--- src/core/phb_defines.svh ---
`ifndef PHB_DEFINES_SVH
`define PHB_DEFINES_SVH

`define PHB_CMD_IO_RD     4'h2
`define PHB_CMD_IO_WR     4'h3
`define PHB_CMD_MEM_RD    4'h6
`define PHB_CMD_MEM_WR    4'h7
`define PHB_CMD_CFG_RD    4'ha
`define PHB_CMD_CFG_WR    4'hb

`define PHB_MODE_PCI      2'h0
`define PHB_MODE_VL       2'h1
`define PHB_MODE_ISA16    2'h2

`define PHB_CFG_WORDS     16
`define PHB_MEM_WORDS     8
`define PHB_CFG_IDX_CMD   4'h1
`define PHB_CFG_IDX_BAR   4'h4
`define PHB_CMD_MEM_EN    1
`define PHB_BAR_LSB       5
`define PHB_DEVSEL_WAIT   3'h5
`define PHB_SYNC_W        48

`endif

--- src/core/phb_pkg.sv ---
package phb_pkg;
	typedef enum logic [1:0] {MST_IDLE, MST_REQ, MST_DATA, MST_END} phb_mst_type;
	typedef enum logic [2:0] {TGT_IDLE, TGT_DATA, TGT_STOP, TGT_END, TGT_ADDR} phb_tgt_type;
endpackage

--- src/core/phb_sync.sv ---
`timescale 1ns/1ps
module phb_sync #(
	parameter int W = 1
) (
	input  wire logic         mclk_in,
	input  wire logic [W-1:0] d_in,
	output logic      [W-1:0] q_out
);
	logic [W-1:0] meta_r;

	// First stage feeds only the second stage
	always_ff @(posedge mclk_in) begin
		meta_r <= d_in;
		q_out  <= meta_r;
	end
endmodule

--- src/core/phb_bus_if.sv ---
`timescale 1ns/1ps
`include "phb_defines.svh"
module phb_bus_if #(
	parameter logic [31:0] ID_WORD = 32'h0001_0001 // Arbitrary identity value
) (
	input  wire logic        mclk_in,
	input  wire logic        srst_in,
	input  wire logic        pci_clk_in,
	input  wire logic        pci_rst_n_in,
	input  wire logic [31:0] ad_in,
	input  wire logic [3:0]  cbe_n_in,
	input  wire logic        frame_n_in,
	input  wire logic        irdy_n_in,
	input  wire logic        trdy_n_in,
	input  wire logic        devsel_n_in,
	input  wire logic        stop_n_in,
	input  wire logic        lock_n_in,
	input  wire logic        idsel_in,
	input  wire logic        gnt_n_in,
	input  wire logic [1:0]  cfg_strap_in,
	input  wire logic        vretrace_in,
	input  wire logic        retrace_irq_en_in,
	input  wire logic        irq_clear_in,
	input  wire logic        rom_read_req_in,
	input  wire logic        isa_low_sel_in,
	input  wire logic        isa_high_sel_in,
	input  wire logic        mst_req_in,
	input  wire logic [31:0] mst_addr_in,
	input  wire logic [3:0]  mst_cmd_in,
	input  wire logic [31:0] mst_wdata_in,
	input  wire logic [3:0]  mst_be_n_in,
	output logic      [31:0] ad_out,
	output logic             ad_oe_out,
	output logic      [3:0]  cbe_n_out,
	output logic             cbe_oe_out,
	output logic             par_out,
	output logic             par_oe_out,
	output logic             frame_n_out,
	output logic             frame_oe_out,
	output logic             irdy_n_out,
	output logic             irdy_oe_out,
	output logic             trdy_n_out,
	output logic             trdy_oe_out,
	output logic             devsel_n_out,
	output logic             devsel_oe_out,
	output logic             stop_n_out,
	output logic             stop_oe_out,
	output logic             req_n_out,
	output logic             crt_retrace_irq_n_out,
	output logic             crt_retrace_irq_oe_out,
	output logic             rom_buffer_output_enable_n_out,
	output logic             mst_busy_out,
	output logic             mst_done_out,
	output logic             mst_abort_out,
	output logic             mst_retry_out,
	output logic      [31:0] mst_rdata_out
);
	import phb_pkg::*;

	logic [`PHB_SYNC_W-1:0] sync_q;
	logic [31:0] ad_s;
	logic [3:0]  cbe_s, mcmd_r, mbe_r;
	logic [1:0]  strap_s, mode_r;
	logic        frame_s, irdy_s, trdy_s, devsel_s, stop_s, lock_s, idsel_s, gnt_s;
	logic        rst_n_s, clk_s, clk_d_r, act, rst_int, frame_d_r, lock_r;
	logic        vr_d_r, twr_r, tcfg_r, tad_oe_r, mad_oe_r;
	logic [31:0] tad_r, mad_r, maddr_r, mwdata_r, rdata;
	logic [3:0]  tidx_r;
	logic [2:0]  wait_r;
	logic        hit_cfg, hit_mem, is_rd, is_wr;
	logic [31:0] cfg_mem [0:`PHB_CFG_WORDS-1];
	logic [31:0] data_mem [0:`PHB_MEM_WORDS-1];
	phb_mst_type mst_st;
	phb_tgt_type tgt_st;

	phb_sync #(.W(`PHB_SYNC_W)) u_sync (
		.mclk_in (mclk_in),
		.d_in    ({ad_in, cbe_n_in, frame_n_in, irdy_n_in, trdy_n_in, devsel_n_in,
			stop_n_in, lock_n_in, idsel_in, gnt_n_in, pci_rst_n_in, pci_clk_in,
			cfg_strap_in}),
		.q_out   (sync_q)
	);
	assign {ad_s, cbe_s, frame_s, irdy_s, trdy_s, devsel_s, stop_s, lock_s, idsel_s,
		gnt_s, rst_n_s, clk_s, strap_s} = sync_q;

	// Bus clock only sampled; bus steps run on its detected rising edge, except a master request, taken with req_n_out on any fast clock
	assign act     = clk_s & ~clk_d_r;
	assign rst_int = srst_in | ~rst_n_s;

	always_ff @(posedge mclk_in) begin
		clk_d_r <= clk_s;
	end

	// Straps follow the pins while reset is held and freeze at its release
	always_ff @(posedge mclk_in) begin
		if (rst_int) begin
			mode_r <= strap_s;
		end
	end

	// Address decode of a fresh address phase
	assign is_rd   = (cbe_s == `PHB_CMD_MEM_RD) || (cbe_s == `PHB_CMD_CFG_RD);
	assign is_wr   = (cbe_s == `PHB_CMD_MEM_WR) || (cbe_s == `PHB_CMD_CFG_WR);
	assign hit_cfg = idsel_s && ad_s[1:0] == 2'h0 &&
		(cbe_s == `PHB_CMD_CFG_RD || cbe_s == `PHB_CMD_CFG_WR);
	assign hit_mem = cfg_mem[`PHB_CFG_IDX_CMD][`PHB_CMD_MEM_EN] &&
		(cbe_s == `PHB_CMD_MEM_RD || cbe_s == `PHB_CMD_MEM_WR) &&
		ad_s[31:`PHB_BAR_LSB] == cfg_mem[`PHB_CFG_IDX_BAR][31:`PHB_BAR_LSB];
	assign rdata   = tcfg_r ? ((tidx_r == 4'h0) ? ID_WORD : cfg_mem[tidx_r])
		: data_mem[tidx_r[2:0]];

	// Target side
	always_ff @(posedge mclk_in) begin
		if (rst_int) begin
			tgt_st        <= TGT_IDLE;
			trdy_oe_out   <= 1'b0;
			devsel_oe_out <= 1'b0;
			stop_oe_out   <= 1'b0;
			tad_oe_r      <= 1'b0;
			trdy_n_out    <= 1'b1;
			devsel_n_out  <= 1'b1;
			stop_n_out    <= 1'b1;
			frame_d_r     <= 1'b1;
			lock_r        <= 1'b0;
			twr_r         <= 1'b0;
			tcfg_r        <= 1'b0;
			tidx_r        <= 4'h0;
			tad_r         <= 32'h0;
			for (int i = 0; i < `PHB_CFG_WORDS; i++) begin
				cfg_mem[i] <= 32'h0;
			end
		end else if (act) begin
			frame_d_r <= frame_s;
			// Locked sequence ends once FRAME and LOCK are both idle
			if (frame_s && lock_s) begin
				lock_r <= 1'b0;
			end
			unique case (tgt_st)
				TGT_IDLE: begin
					// Own master cycles never decode against this target
					if (!frame_s && frame_d_r && mst_st == MST_IDLE && (hit_cfg || hit_mem)) begin
						devsel_n_out  <= 1'b0;
						devsel_oe_out <= 1'b1;
						trdy_n_out    <= 1'b1;
						trdy_oe_out   <= 1'b1;
						stop_oe_out   <= 1'b1;
						tcfg_r        <= hit_cfg;
						twr_r         <= is_wr;
						tidx_r        <= hit_cfg ? ad_s[5:2] : {1'b0, ad_s[4:2]};
						if (lock_r && lock_s) begin
							stop_n_out <= 1'b0;
							tgt_st     <= TGT_STOP;
						end else begin
							stop_n_out <= 1'b1;
							tgt_st     <= (is_rd || is_wr) ? TGT_DATA : TGT_STOP;
						end
					end
				end
				TGT_DATA: begin
					if (trdy_n_out) begin
						if (twr_r) begin
							trdy_n_out <= 1'b0;
						end else if (!tad_oe_r) begin
							tad_r    <= rdata;
							tad_oe_r <= 1'b1;
						end else begin
							trdy_n_out <= 1'b0;
						end
					end else if (!irdy_s) begin
						if (twr_r) begin
							for (int b = 0; b < 4; b++) begin
								if (!cbe_s[b]) begin
									if (tcfg_r && tidx_r != 4'h0) begin
										cfg_mem[tidx_r][8*b +: 8] <= ad_s[8*b +: 8];
									end
								end
							end
						end
						if (!lock_s) begin
							lock_r <= 1'b1;
						end
						trdy_n_out <= 1'b1;
						tad_oe_r   <= 1'b0;
						if (frame_s) begin
							devsel_n_out <= 1'b1;
							tgt_st       <= TGT_END;
						end else begin
							// Single-phase target: burst gets a disconnect
							stop_n_out <= 1'b0;
							tgt_st     <= TGT_STOP;
						end
					end
				end
				TGT_STOP: begin
					trdy_n_out <= 1'b1;
					if (frame_s) begin
						devsel_n_out <= 1'b1;
						stop_n_out   <= 1'b1;
						tgt_st       <= TGT_END;
					end
				end
				TGT_END: begin
					trdy_oe_out   <= 1'b0;
					devsel_oe_out <= 1'b0;
					stop_oe_out   <= 1'b0;
					tgt_st        <= TGT_IDLE;
				end
				default: tgt_st <= TGT_IDLE;
			endcase
		end
	end

	// Memory window holds no reset value, only software data
	always_ff @(posedge mclk_in) begin
		if (!rst_int && act && tgt_st == TGT_DATA && twr_r && !tcfg_r && !trdy_n_out && !irdy_s) begin
			for (int b = 0; b < 4; b++) begin
				if (!cbe_s[b]) begin
					data_mem[tidx_r[2:0]][8*b +: 8] <= ad_s[8*b +: 8];
				end
			end
		end
	end

	// Master side: one data phase per request
	always_ff @(posedge mclk_in) begin
		mst_done_out <= 1'b0;
		if (rst_int) begin
			mst_st        <= MST_IDLE;
			req_n_out     <= 1'b1;
			frame_n_out   <= 1'b1;
			frame_oe_out  <= 1'b0;
			irdy_n_out    <= 1'b1;
			irdy_oe_out   <= 1'b0;
			cbe_n_out     <= 4'hf;
			cbe_oe_out    <= 1'b0;
			mad_oe_r      <= 1'b0;
			mad_r         <= 32'h0;
			maddr_r       <= 32'h0;
			mwdata_r      <= 32'h0;
			mcmd_r        <= 4'h0;
			mbe_r         <= 4'hf;
			wait_r        <= 3'h0;
			mst_abort_out <= 1'b0;
			mst_retry_out <= 1'b0;
			mst_rdata_out <= 32'h0;
			mst_busy_out  <= 1'b0;
		end else if (mst_st == MST_IDLE) begin
			if (mst_req_in) begin
				maddr_r   <= mst_addr_in;
				mcmd_r    <= mst_cmd_in;
				mwdata_r  <= mst_wdata_in;
				mbe_r     <= mst_be_n_in;
				req_n_out <= 1'b0;
				mst_busy_out <= 1'b1;
				mst_st    <= MST_REQ;
			end
		end else if (act) begin
			unique case (mst_st)
				MST_REQ: begin
					if (!gnt_s && frame_s && irdy_s && tgt_st == TGT_IDLE) begin
						frame_n_out  <= 1'b0;
						frame_oe_out <= 1'b1;
						mad_r        <= maddr_r;
						mad_oe_r     <= 1'b1;
						cbe_n_out    <= mcmd_r;
						cbe_oe_out   <= 1'b1;
						wait_r       <= 3'h0;
						mst_st       <= MST_DATA;
					end
				end
				MST_DATA: begin
					if (irdy_n_out) begin
						// Last phase: FRAME rises as IRDY falls
						frame_n_out <= 1'b1;
						irdy_n_out  <= 1'b0;
						irdy_oe_out <= 1'b1;
						req_n_out   <= 1'b1;
						cbe_n_out   <= mbe_r;
						mad_r       <= mwdata_r;
						mad_oe_r    <= mcmd_r[0];
					end else if (!trdy_s || !stop_s || (devsel_s && wait_r == `PHB_DEVSEL_WAIT)) begin
						mst_rdata_out <= ad_s;
						mst_retry_out <= trdy_s && !stop_s;
						mst_abort_out <= devsel_s && trdy_s && stop_s;
						mst_done_out  <= 1'b1;
						irdy_n_out    <= 1'b1;
						frame_oe_out  <= 1'b0;
						cbe_oe_out    <= 1'b0;
						mad_oe_r      <= 1'b0;
						mst_st        <= MST_END;
					end else if (devsel_s) begin
						wait_r <= wait_r + 3'h1;
					end
				end
				MST_END: begin
					irdy_oe_out  <= 1'b0;
					mst_busy_out <= 1'b0;
					mst_st       <= MST_IDLE;
				end
				default: mst_st <= MST_IDLE;
			endcase
		end
	end

	// AD merge and parity of what was driven in the previous bus clock
	always_ff @(posedge mclk_in) begin
		if (rst_int) begin
			ad_out     <= 32'h0;
			ad_oe_out  <= 1'b0;
			par_out    <= 1'b0;
			par_oe_out <= 1'b0;
		end else begin
			ad_out    <= mad_oe_r ? mad_r : tad_r;
			ad_oe_out <= mad_oe_r | tad_oe_r;
			if (act) begin
				par_out    <= ^ad_out ^ (cbe_oe_out ? ^cbe_n_out : ^cbe_s);
				par_oe_out <= ad_oe_out;
			end
		end
	end

	// Open-drain interrupt: only ever pulls low; set beats a same-cycle clear
	always_ff @(posedge mclk_in) begin
		vr_d_r <= vretrace_in;
		if (rst_int) begin
			crt_retrace_irq_oe_out <= 1'b0;
			crt_retrace_irq_n_out  <= 1'b1;
		end else if (vretrace_in && !vr_d_r && retrace_irq_en_in) begin
			crt_retrace_irq_oe_out <= 1'b1;
			crt_retrace_irq_n_out  <= 1'b0;
		end else if (irq_clear_in) begin
			crt_retrace_irq_oe_out <= 1'b0;
			crt_retrace_irq_n_out  <= 1'b1;
		end
	end

	always_ff @(posedge mclk_in) begin
		if (rst_int) begin
			rom_buffer_output_enable_n_out <= 1'b1;
		end else begin
			unique case (mode_r)
				`PHB_MODE_PCI:   rom_buffer_output_enable_n_out <= ~rom_read_req_in;
				`PHB_MODE_VL:    rom_buffer_output_enable_n_out <= ~isa_low_sel_in;
				`PHB_MODE_ISA16: rom_buffer_output_enable_n_out <= ~isa_high_sel_in;
				default:         rom_buffer_output_enable_n_out <= 1'b1;
			endcase
		end
	end
endmodule

--- config.mk ---
export PLATFORM = sky130hd
export DESIGN_NAME = phb_bus_if
export DESIGN_NICKNAME = d
export VERILOG_FILES = /design/src/core/phb_pkg.sv /design/src/core/phb_sync.sv /design/src/core/phb_bus_if.sv
export VERILOG_INCLUDE_DIRS = /design/src /design/src/core
export SDC_FILE = /design/constraint.sdc
export NUM_CORES = 1
export LEC_CHECK = 0
export ABC_CLOCK_PERIOD_IN_PS = 3950
export BUFFER_PORTS_ARGS = -buffer_cell sky130_fd_sc_hd__buf_2
export CELL_PAD_IN_SITES_DETAIL_PLACEMENT = 1
export CELL_PAD_IN_SITES_GLOBAL_PLACEMENT = 1
export CORE_ASPECT_RATIO = 1.5
export CORE_MARGIN = 2
export CORE_UTILIZATION = 45
export CTS_CLUSTER_DIAMETER = 30
export CTS_CLUSTER_SIZE = 8
export DETAILED_ROUTE_END_ITERATION = 10
export PLACE_DENSITY_LB_ADDON = 0.1
export SLEW_MARGIN = 20
export SYNTH_ARGS = -nofsm -noshare
export SYNTH_HDL_FRONTEND = slang
export SYNTH_SLANG_ARGS = --single-unit
--- constraint.sdc ---
create_clock -name mclk_in -period 3.95 [get_ports mclk_in]
set_clock_uncertainty 0.1 [all_clocks]
set_input_delay 0.5925 -clock mclk_in [delete_from_list [all_inputs] [get_ports mclk_in]]
set_output_delay 0.5925 -clock mclk_in [all_outputs]
set_load 0.05 [all_outputs]
## Word level (Yosys, flattened, before mapping)

Memory sizes are Yosys's and may differ from the RTL's. A register that Yosys moved wholly into a read port is not among the register bits.
Index checks and enable logic that the tools add are counted.
W data, S select, Z words.

| word-level totals | value |
|---|---|
| register bits after elaboration | 341 |
| memory bits (writable) | 768 |
| bits of input ports | 129 |
| output and inout port bits | 90 |
| logic and storage cells | 311 |
| memories | 2 |

Memory list:

| name | words | width | read ports | clocked after Yosys merged registers in | wr ports | line | RTL |
|---|---|---|---|---|---|---|---|
| cfg_mem | 16 | 32 | 3 | 1 | 16 | phb_bus_if.sv:71 | `` logic [31:0] cfg_mem [0:`PHB_CFG_WORDS-1]; `` |
| data_mem | 8 | 32 | 1 | 1 | 1 | phb_bus_if.sv:72 | `` logic [31:0] data_mem [0:`PHB_MEM_WORDS-1]; `` |

| cells by class | value |
|---|---|
| add/sub/neg operators | 1 |
| equal/unequal tests | 32 |
| multiplexer cells | 137 |
| bitwise gates (word level) | 15 |
| reduce and logical (&&, ||, !) cells | 81 |

Operators by type and width:

| kind | number |
|---|---|
| $mux W32 | 6 |
| $mux W1 | 92 |
| $pmux W32 S2 | 1 |
| $reduce_and A5 Y1 | 7 |
| $reduce_or A32 Y1 | 1 |
| $reduce_xor A32 Y1 | 1 |
| $mux W3 | 10 |
| $mux W4 | 7 |
| $eq A27 B27 Y1 | 1 |
| $logic_and A1 B1 Y1 | 25 |
| $ne A2 B2 Y1 const B | 12 |
| $mux W2 | 8 |
| $reduce_bool A2 Y1 | 8 |
| $reduce_and A3 Y1 | 5 |
| $reduce_and A7 Y1 | 2 |
| $ne A3 B3 Y1 const B | 4 |
| $pmux W1 S3 | 4 |
| $reduce_and A4 Y1 | 3 |
| $not A1 Y1 | 11 |
| $pmux W1 S2 | 5 |
| $logic_not A1 Y1 | 9 |
| $pmux W3 S3 | 1 |
| $eq A4 B3 Y1 const B | 2 |
| $eq A4 B4 Y1 const B | 2 |
| 23 further kinds | 39 |

## Logic depth before layout (Yosys ltp)

Gate-level depths: netlist of the first run.

| logic depth | value |
|---|---|
| depth in word-level cells | 13 |
| mapped depth | 10 |
| depth with buffers taken out | 9 |

## Cells and area by module

A second synthesis of the first run with hierarchy kept.

| second synthesis, totals | value |
|---|---|
| cells, all modules | 3119 |
| area total of the unflattened synthesis | 45265.9 um2 |

By module, submodules not included:

| module | times used | cells each | area each (um2) | seq. area each (um2) |
|---|---|---|---|---|
| phb_bus_if | 1 | 3023 | 43344.1 | 28046.9 |
| phb_sync | 1 | 96 | 1921.8 | 1921.8 |

## Worst setup path before layout of the first run

No wires, ideal clock.

| timing | value |
|---|---|
| path type | input -> register |
| start | input srst_in |
| end | memory cfg_mem[15][10], enable pin |
| setup time | 384 ps |
| arrival | 2395 ps |
| slack | 1071 ps |
| stages on the path | 7 |
| cells stage by stage | nor2b_1 -> clkbuf_1 -> nand3_1 -> or3_1 -> buf_2 -> clkbuf_1 -> o21ai_0 |

RTL lines:

| what | line | RTL |
|---|---|---|
| from (decl) | phb_bus_if.sv:7 | `input wire logic srst_in,` |
| to (decl) | phb_bus_if.sv:71 |  |

==> results of run 1 <==
[cell type report]
type	instances	area, um2	share of cell area [%]
inverter	53	206.4	0.3696
timing repair buffer	497	3641	6.518
multi-input combinational	1791	14220	25.46
clock buffer	280	5478	9.806
tap	1296	1622	2.903
clock inverter	72	708.2	1.268
sequential	1112	29990	53.68
[kinds of logic after synthesis]
group / synth area share (%)
DFF: 66.39
buffers and inverters: 2.456
other: 0.008307
muxes: 13.61
AOI/OAI and AO/OA: 3.989
and+or+nand+nor: 11.93
xor gates and xnor gates: 1.203
adders and majority gates: 0.4158
[sequential cells by signal (all words and copies together), names as in the netlist, 2 cells and up, named ones only]
name / cells
tgt_st: 2
tidx_r: 4
cbe_n_out: 4
wait_r: 3
mst_rdata_out: 32
mcmd_r: 4
mad_r: 32
mwdata_r: 32
tad_r: 32
u_sync.meta_r: 48
mst_st: 2
mbe_r: 4
maddr_r: 32
u_sync.q_out: 48
data_mem: 256
mode_r: 2
cfg_mem: 512
ad_out: 32
[synthesized netlist by cell type (5+ instances only)]
cell type	n
edfxtp_1	770
and2_1	477
dfxtp_1	342
nand2_1	257
mux4_2	222
nor2_1	204
clkbuf_1	144
a21oi_1	123
mux2i_1	112
o21ai_0	89
inv_1	52
a211oi_1	36
o221ai_1	32
xnor2_1	31
xor2_1	31
buf_2	21
nand2b_1	20
buf_4	19
nor3_1	16
ha_1	15
nand3_1	14
buf_1	10
nand3b_1	10
nor4_1	10
and2_2	6
buf_6	5
[power by group]
part	switching [uW]	total [uW]	internal, uW
logic	621	1000	382
registers	193	13000	12800
clock network	5580	15700	10100
total	6400	29700	23300
[critical path: stages (launching register included)]
cell and delay, ns:
dfxtp_1 0.41, ha_1 0.31, nand3b_1 0.25, nor3_1 0.37, nand3_1 0.20, nor2_1 0.27, nand2_1 0.44, nor3_1 0.32
buf_4 0.18, nand2b_1 0.35
[worst paths after layout]
check	from	end	slack (ns)	cells after the start
setup / recovery	tgt_st[0]	cfg_mem[7][20]	0.38	9
hold reg to reg	u_sync.meta_r[3]	u_sync.q_out[3]	0.22	0
setup reg to reg	tgt_st[0]	cfg_mem[7][20]	0.38	9
hold / removal	mst_addr_in[25]	maddr_r[25]	0.09	3
[per-layer routing]
layer | share of wire [%] | up-vias
li1 | - | 12450
met1 | 39 | 14404
met2 | 53 | 777
met3 | 4.4 | 226
met4 | 3.5 | 2
met5 | 0.0096 | -
[timing repair]
action | in CTS | in global routing
endpoints found under the setup margin | 0 | 0
resized for setup | 0 | 0
hold buffers | 122 | 0
hold endpoints to repair | 122 | 0
[metrics by stage]
step	hold slack [ns]	std cells
global placement	0.2095	4627
detailed placement	0.2132	4627
floorplan	0.2096	3157
global route	0.06319	5101
CTS	0.05497	5101
finish	0.08581	5101
==> impl_metrics.csv, run 1 <==
group,metric,value,unit
outcome,status,"finished, final reports clean",
sta,max_freq,0.2803,GHz
yosys,synth_edf_count,770,
power_and_ir_drop,powerDensity,532.4,nW/um2
sta,slew_viol_final,0,
sta,period_needed,3.568,ns
sta,layout_setup_ws,0.3820,ns
final_layout,drive_above_1_share,23.94,%
detailed_routing,avgRoutedWirePerCell,26.61,um
power_and_ir_drop,vdd_drop_max,0.3145,mV
yosys,yosysUniqueCellTypes,56,
detailed_routing,wl,135700,um
power_and_ir_drop,leakage,0.02017,uW
final_layout,fillCellCount,9542,
hold_path,timing.hold.worst.class,"in2reg",
floorplanning,die_w,262.6,um
grt,first_global_vias,30569,
grt,grt.total_usage,26.77,%
yosys,ys_seq_elements,1112,
grt,antenna_found_initial,1,
setup_path,path_max_fanout,17,
setup_path,cp.required,4.27,ns
clocking,htreeDepth,4,
sta,finalSetupTns,0,ns
setup_path,end_kind,"flop",
floorplanning,start_util,45.29,%
grt,grt-ovfl-total,0,
detailed_routing,vias_per_cell,5.461,
yosys,synth_area,45140,um2
clocking,cts_setup_buffers,0,
floorplanning,die_y,391.9,um
yosys,synthTopCellsByArea,"edfxtp_1 51%, dfxtp_1 15%, mux4_2 11%",
setup_path,arrival,3.89,ns
sta,slew_headroom,41.39,%
yosys,synth_top_area_share,51.22,%
sta,period_share,90.33,%
placed_design,io_buffers,218,
grt,grt_start_max_net_pins,135,
final_layout,final_cell_mix,"770 x edfxtp_1, 476 x and2_1, 336 x dfxtp_1",
detailed_routing,drtIter0Drc,1873,
detailed_routing,via_count,27859,
detailed_routing,drcViolationCount,0,
placed_design,hpwl,92160,um
setup_path,cp-start-kind,"flop",
final_layout,synthToLayoutAreaGrowth,23.75,%
floorplanning,core,99670,um2
grt,grt_pass1_wl,202000,um
clocking,clockBufferDepth,3,
grt,grt_use_met1,31.20,%
final_layout,nets,3792,
yosys,async_reset_ff_share,0,%
setup_path,criticalPathCategory,"reg2reg",
floorplanning,ios,219,
clocking,cts_tree,"done",
final_layout,design_area,55860,um2
run,drv_cap,0,
yosys,yosys_warnings,0,
final_layout,post-route-util,56.05,%
placed_design,place_area,48450,um2
floorplanning,rows,142,
sta,rsz0062_at_grt,"false",
final_layout,antenna_cells,0,
yosys,yosysSeqAreaShare,66.39,%
yosys,synth_area_leader_cell,"edfxtp_1",
placed_design,place_ws,0.3741,ns
yosys,synthCells,3126,
grt,met2_usage,48.99,%
sta,hold_viol,0,
clocking,numCtsBuffers,193,
detailed_routing,detail-route-antenna-nets,0,
clocking,clockRootBuffer,"clkbuf_16",
detailed_routing,firstDrtPassIters,5,
grt,grt_util_met3,4.600,%
sta,setup_violations,0,
sta,worst_pin_slew,0.8758,ns
yosys,synth_flop_cell,"edfxtp_1",
grt,grt.busiest_layer,"met2",
floorplanning,dieArea,102900,um2
clocking,clock-sinks,1112,
clocking,worstSkewPairLatency,0.78,ns
clocking,clk_pin_slew,0.05,ns
power_and_ir_drop,report.power.total,29740,uW
final_layout,final_common_cell,"edfxtp_1",
placed_design,place.gp.congestion,0.8582,
yosys,avgSynthCellArea,14.44,um2
Power figures use the tool's default switching activity.
==> run 2, diff against run 1 <==
--- a/config.mk
+++ b/config.mk
@@ -6,12 +6,11 @@
 export SDC_FILE = /design/constraint.sdc
 export NUM_CORES = 1
 export LEC_CHECK = 0
-export ABC_CLOCK_PERIOD_IN_PS = 3950
 export BUFFER_PORTS_ARGS = -buffer_cell sky130_fd_sc_hd__buf_2
-export CELL_PAD_IN_SITES_DETAIL_PLACEMENT = 1
+export CELL_PAD_IN_SITES_DETAIL_PLACEMENT = 0
 export CELL_PAD_IN_SITES_GLOBAL_PLACEMENT = 1
 export CORE_ASPECT_RATIO = 1.5
-export CORE_MARGIN = 2
+export CORE_MARGIN = 4
 export CORE_UTILIZATION = 45
 export CTS_CLUSTER_DIAMETER = 30
 export CTS_CLUSTER_SIZE = 8
==> run 2 against run 1 <==
Count of clock-buffer cells in the layout fell by 16; register-to-register slack worse by 0.27 ns; core utilization is 0.31 points lower; non-clock buffer count is 5 higher; sequential share of layout area is 0.29 points higher; first-iteration DRC count grew 15%; critical path type unchanged.
==> impl_metrics.csv, run 2 (synthesis gave the netlist of run 1 again) <==
group,metric,value,unit
hold_path,timing.hold.worst.class,"in2reg",
placed_design,place_area,48450,um2
clocking,clk_pin_slew,0.05,ns
grt,grt-ovfl-total,0,
sta,period_share,97.09,%
sta,setup_violations,0,
detailed_routing,avgRoutedWirePerCell,25.23,um
detailed_routing,vias_per_cell,5.363,
detailed_routing,via_count,27292,
sta,slew_viol_final,0,
detailed_routing,wl,128400,um
sta,finalSetupTns,0,ns
hold_path,hold_depth,3,
placed_design,place.gp.congestion,0.8807,
grt,grt_util_met3,4.457,%
setup_path,path_max_fanout,15,
detailed_routing,firstDrtPassIters,5,
final_layout,design_area,55550,um2
sta,worst_pin_slew,0.9603,ns
floorplanning,core,99670,um2
hold_path,worstHoldStart,"mst_wdata_in[28]",
setup_path,cp.required,4.28,ns
sta,rsz0062_at_grt,"true",
grt,grt_pass1_wl,189700,um
power_and_ir_drop,leakage,0.02009,uW
final_layout,final_cell_mix,"770 x edfxtp_1, 476 x and2_1, 337 x dfxtp_1",
setup_path,reg2reg_from,"tgt_st[1]",
clocking,clockBufferDepth,3,
grt,grt.busiest_layer,"met2",
placed_design,io_buffers,218,
floorplanning,rows,142,
hold_path,holdPathEnd,"mwdata_r[28]",
setup_path,criticalPathCategory,"reg2reg",
final_layout,final_common_cell,"edfxtp_1",
floorplanning,die_y,395.9,um
run,drv_cap,0,
power_and_ir_drop,powerDensity,521.2,nW/um2
setup_path,reg2reg_setup_slack,0.11,ns
setup_path,reg2regPathDepth,10,
outcome,status,"finished, final reports clean",
final_layout,drive_above_1_share,24.05,%
final_layout,largest_register_ffs,512,
final_layout,synthToLayoutAreaGrowth,23.06,%
clocking,ctsResizeCount,0,
clocking,htreeDepth,4,
sta,period_needed,3.835,ns
final_layout,fin_cells,5089,
detailed_routing,drtIter0Drc,2150,
final_layout,largest_register,"cfg_mem",
floorplanning,ios,219,
floorplanning,die_w,266.6,um
power_and_ir_drop,vdd_drop_max,0.3797,mV
grt,grt.total_usage,24.41,%
placed_design,hpwl,88390,um
clocking,clock-sinks,1112,
sta,hold_viol,0,
clocking,worstSkewPairLatency,0.79,ns
setup_path,worst_r2r_endpoint,"cfg_mem[6][28]",
floorplanning,start_util,45.29,%
detailed_routing,drcViolationCount,0,
grt,grt_start_max_net_pins,155,
clocking,clockRootBuffer,"clkbuf_16",
clocking,numCtsBuffers,189,
detailed_routing,detail-route-antenna-nets,0,
setup_path,arrival,4.16,ns
grt,first_global_vias,28930,
clocking,cts_setup_buffers,0,
placed_design,placedCellCount,4632,
clocking,cts_tree,"done",
final_layout,nets,3793,
setup_path,cp-start-kind,"flop",
grt,grt_use_met1,29.82,%
grt,met2_usage,43.61,%
sta,max_freq,0.2607,GHz
sta,slew_headroom,35.75,%
setup_path,end_kind,"flop",
grt,antenna_found_initial,1,
floorplanning,dieArea,105500,um2
-- run 2: final cells by class --
cell class                      instances  area, um2
Clock buffer                          264       5270
Tap cell                             1296       1622
Inverter                               53      206.4
Clock inverter                         70      605.6
Fill cell                            7947      44120
Antenna cell                            1      2.502
Sequential cell                      1112      29980
Timing Repair Buffer                  502       3641
Multi-Input combinational cell       1791      14220
-- run 2: worst max path at each step --
stage                    from  slack [ns]  depth (start not counted)              end
finish              tgt_st[1]        0.11                         10   cfg_mem[6][28]
global route        tgt_st[1]       -0.07                         10   cfg_mem[3][16]
CTS                 tgt_st[1]        0.23                         10   cfg_mem[6][24]
detailed placement  tgt_st[1]        0.25                         10   cfg_mem[6][30]
global placement    tgt_st[1]        0.34                         10   cfg_mem[7][29]
floorplan             srst_in        1.07                          7  cfg_mem[15][10]
-- run 2: layer usage --
metal	up-vias	part of all wire [%]
met5	-	0
met4	0	3.2
met3	201	5.5
met2	864	52
li1	12444	-
met1	13783	39
-- run 2: power breakdown --
part / total (uW) / internal (uW) / switching [uW] / leakage [uW]
sequential: 13000 / 12800 / 184 / 0.0107
combinational: 985 / 380 / 605 / 0.00654
clock: 15000 / 9550 / 5400 / 0.00288
total: 29000 / 22800 / 6190 / 0.0201
-- run 2: timing repair --
action,4_1_cts,5_1_grt
hold buffers,122,0
endpoints found under the hold margin,122,0
endpoints found under the setup margin,0,56
-- run 2: critical path: stages (launching register included) --
cell      delay [ns]
dfxtp_1         0.35
inv_1           0.10
ha_1            0.28
nand3b_1        0.25
nor3_1          0.49
nand3_1         0.28
nor2_1          0.36
nand2_1         0.42
nor3_1          0.29
buf_4           0.19
nand2b_1        0.37
-- run 2: stage by stage --
| step | hold slack (ns) | setup WS, ns | total power, uW | utilization, % |
|---|---|---|---|---|
| global placement | 0.2098 | 0.3436 | 14090 | 48.61 |
| global route | 0.01267 | -0.07042 | 29850 | 55.73 |
| finish | 0.05321 | 0.1148 | 28950 | 55.73 |
| floorplan | 0.2096 | 1.071 | 13590 | - |
| CTS | 0.004929 | 0.2300 | 29210 | 55.73 |
| detailed placement | 0.2121 | 0.2473 | 14120 | 48.61 |
==> run 3, diff against run 2 <==
--- a/config.mk
+++ b/config.mk
@@ -11,12 +11,12 @@
 export CELL_PAD_IN_SITES_GLOBAL_PLACEMENT = 1
 export CORE_ASPECT_RATIO = 1.5
 export CORE_MARGIN = 4
-export CORE_UTILIZATION = 45
+export CORE_UTILIZATION = 50
 export CTS_CLUSTER_DIAMETER = 30
 export CTS_CLUSTER_SIZE = 8
 export DETAILED_ROUTE_END_ITERATION = 10
 export PLACE_DENSITY_LB_ADDON = 0.1
-export SLEW_MARGIN = 20
+export SLEW_MARGIN = 0
 export SYNTH_ARGS = -nofsm -noshare
 export SYNTH_HDL_FRONTEND = slang
 export SYNTH_SLANG_ARGS = --single-unit
==> run 3 against run 2 <==
Worst hold slack got worse by 0.0081 ns; maximum frequency is 2.0% higher; critical path depth is 2 lower; sequential power about the same; count of clock-buffer cells in the layout increased by 16; cell count decreased by 3.4%; total power shrank 0.78%; critical endpoint is now cfg_mem[3][14]; highest routed layer unchanged.
==> impl_metrics.csv, run 3 (synthesis gave the netlist of run 1 again) <==
group,metric,value,unit
final_layout,final_common_cell,"edfxtp_1",
final_layout,largest_register_ffs,512,
grt,antenna_found_initial,1,
power_and_ir_drop,vdd_drop_max,0.4497,mV
detailed_routing,via_count,27293,
sta,layout_setup_ws,0.1916,ns
clocking,cts_tree,"done",
detailed_routing,vias_per_cell,5.553,
setup_path,reg2regPathDepth,8,
floorplanning,die_w,253.3,um
sta,slew_viol_final,0,
clocking,clockRootBuffer,"clkbuf_16",
floorplanning,die_y,376.0,um
floorplanning,ios,219,
detailed_routing,avgRoutedWirePerCell,25.09,um
clocking,numCtsBuffers,180,
grt,grt_start_max_net_pins,82,
setup_path,cp-start-kind,"flop",
hold_path,hold_depth,3,
placed_design,hpwl,84540,um
sta,worst_pin_slew,1.143,ns
setup_path,cp.required,4.27,ns
final_layout,largest_register,"cfg_mem",
clocking,clk_pin_slew,0.05,ns
placed_design,place.gp.congestion,0.8450,
floorplanning,dieArea,95250,um2
final_layout,antenna_cells,0,
setup_path,arrival,4.07,ns
detailed_routing,wl,123300,um
final_layout,fin_cells,4915,
clocking,worstSkewPairLatency,0.76,ns
sta,period_needed,3.758,ns
setup_path,end_kind,"flop",
detailed_routing,firstDrtPassIters,5,
clocking,clock-sinks,1112,
grt,grt-ovfl-total,0,
sta,setup_violations,0,
setup_path,path_max_fanout,10,
final_layout,post-route-util,61.66,%
detailed_routing,detail-route-antenna-nets,0,
power_and_ir_drop,seqPwrFrac,45.3,%
clocking,cts_setup_buffers,0,
sta,max_freq,0.2661,GHz
floorplanning,core,89360,um2
final_layout,nets,3770,
placed_design,place_ws,0.2631,ns
sta,period_share,95.15,%
power_and_ir_drop,p_int,22850,uW
outcome,status,"finished, final reports clean",
sta,finalSetupTns,0,ns
power_and_ir_drop,combPwrFrac,3.4,%
floorplanning,start_util,50.51,%
final_layout,synthToLayoutAreaGrowth,22.06,%
power_and_ir_drop,pwr-share-clk,51.4,%
detailed_routing,drcViolationCount,0,
final_layout,drive_above_1_share,23.01,%
floorplanning,rows,134,
grt,grt.total_usage,25.95,%
sta,rsz0062_at_grt,"false",
power_and_ir_drop,p_sw_share,20.47,%
grt,grt_pass1_wl,183000,um
hold_path,timing.hold.worst.class,"in2reg",
setup_path,criticalPathCategory,"reg2reg",
sta,slew_headroom,23.83,%
detailed_routing,drtIter0Drc,2250,
run,drv_cap,0,
power_and_ir_drop,powerDensity,521.3,nW/um2
power_and_ir_drop,p_sw,5879,uW
power_and_ir_drop,report.power.total,28720,uW
clocking,htreeDepth,4,
clocking,clockBufferDepth,3,
grt,first_global_vias,28406,
placed_design,io_buffers,218,
placed_design,placedCellCount,4478,
power_and_ir_drop,leakage,0.01989,uW
final_layout,final_cell_mix,"770 x edfxtp_1, 476 x and2_1, 338 x dfxtp_1",
sta,hold_viol,0,
run 3: cell types whose count changed in the layout (fill, tap and decap cells not counted), sizes merged:
cell / change
buf: -14
bufinv: +5
clkbuf: +16
clkinv: -33
diode: -1
inv: -7
run 3: through the flow:
step / cell area [um2] / hold slack (ns)
CTS: 55090 / 0.005068
global route: 55100 / 0.002564
detailed placement: 48170 / 0.2121
finish: 55100 / 0.04513
global placement: 48170 / 0.2107
floorplan: 45260 / 0.2096
run 3: worst paths after layout:
path	start	to	slack, ns
worst min register to register	u_sync.meta_r[22]	u_sync.q_out[22]	0.21
worst max-delay path	tgt_st[1]	cfg_mem[3][14]	0.19
worst min-delay path	mst_wdata_in[30]	mwdata_r[30]	0.05
worst max register to register	tgt_st[1]	cfg_mem[3][14]	0.19
run 3: repair_timing:
| item | in CTS | in global routing |
|---|---|---|
| endpoints found under the hold margin | 122 | 0 |
| hold buffers | 122 | 0 |
| endpoints found under the setup margin | 0 | 8 |
| gates resized for setup | 0 | 1 |
run 3: critical path, stage by stage, from the launching register on:
cell	delay, ns
dfxtp_1	0.35
inv_1	0.10
ha_1	0.28
nand3b_1	0.24
nor3_1	0.55
nand3_1	0.27
or3_1	0.64
nor3_2	0.48
nand2b_1	0.40
run 3: layer usage:
metal / global-route usage (%) / share of wire [%] / up-vias / wire length, um
li1: - / - / 12397 / -
met1: 31.78 / 39 / 13738 / 47810
met2: 46.30 / 52 / 942 / 64380
met3: 4.991 / 5.9 / 216 / 7214
met4: 8.466 / 3.2 / 0 / 3909
met5: 0 / 0 / - / 0
run 3: layout make-up:
type                       instances  area [um2]
tap                             1156        1446
timing repair buffer             488        3536
clock inverter                    35       464.2
inverter                          53       203.9
multi-input combinational       1791       14230
sequential                      1112       29980
clock buffer                     280        5240
fill                            6682       34260
run 3: power by group through the flow:
stage / sequential, uW / combinational (uW) / clock (uW)
floorplan: 13200 / 440 / 0
global placement: 13200 / 852 / 0
detailed placement: 13200 / 871 / 0
CTS: 13000 / 972 / 14900
global route: 13000 / 1040 / 15500
finish: 13000 / 967 / 14800
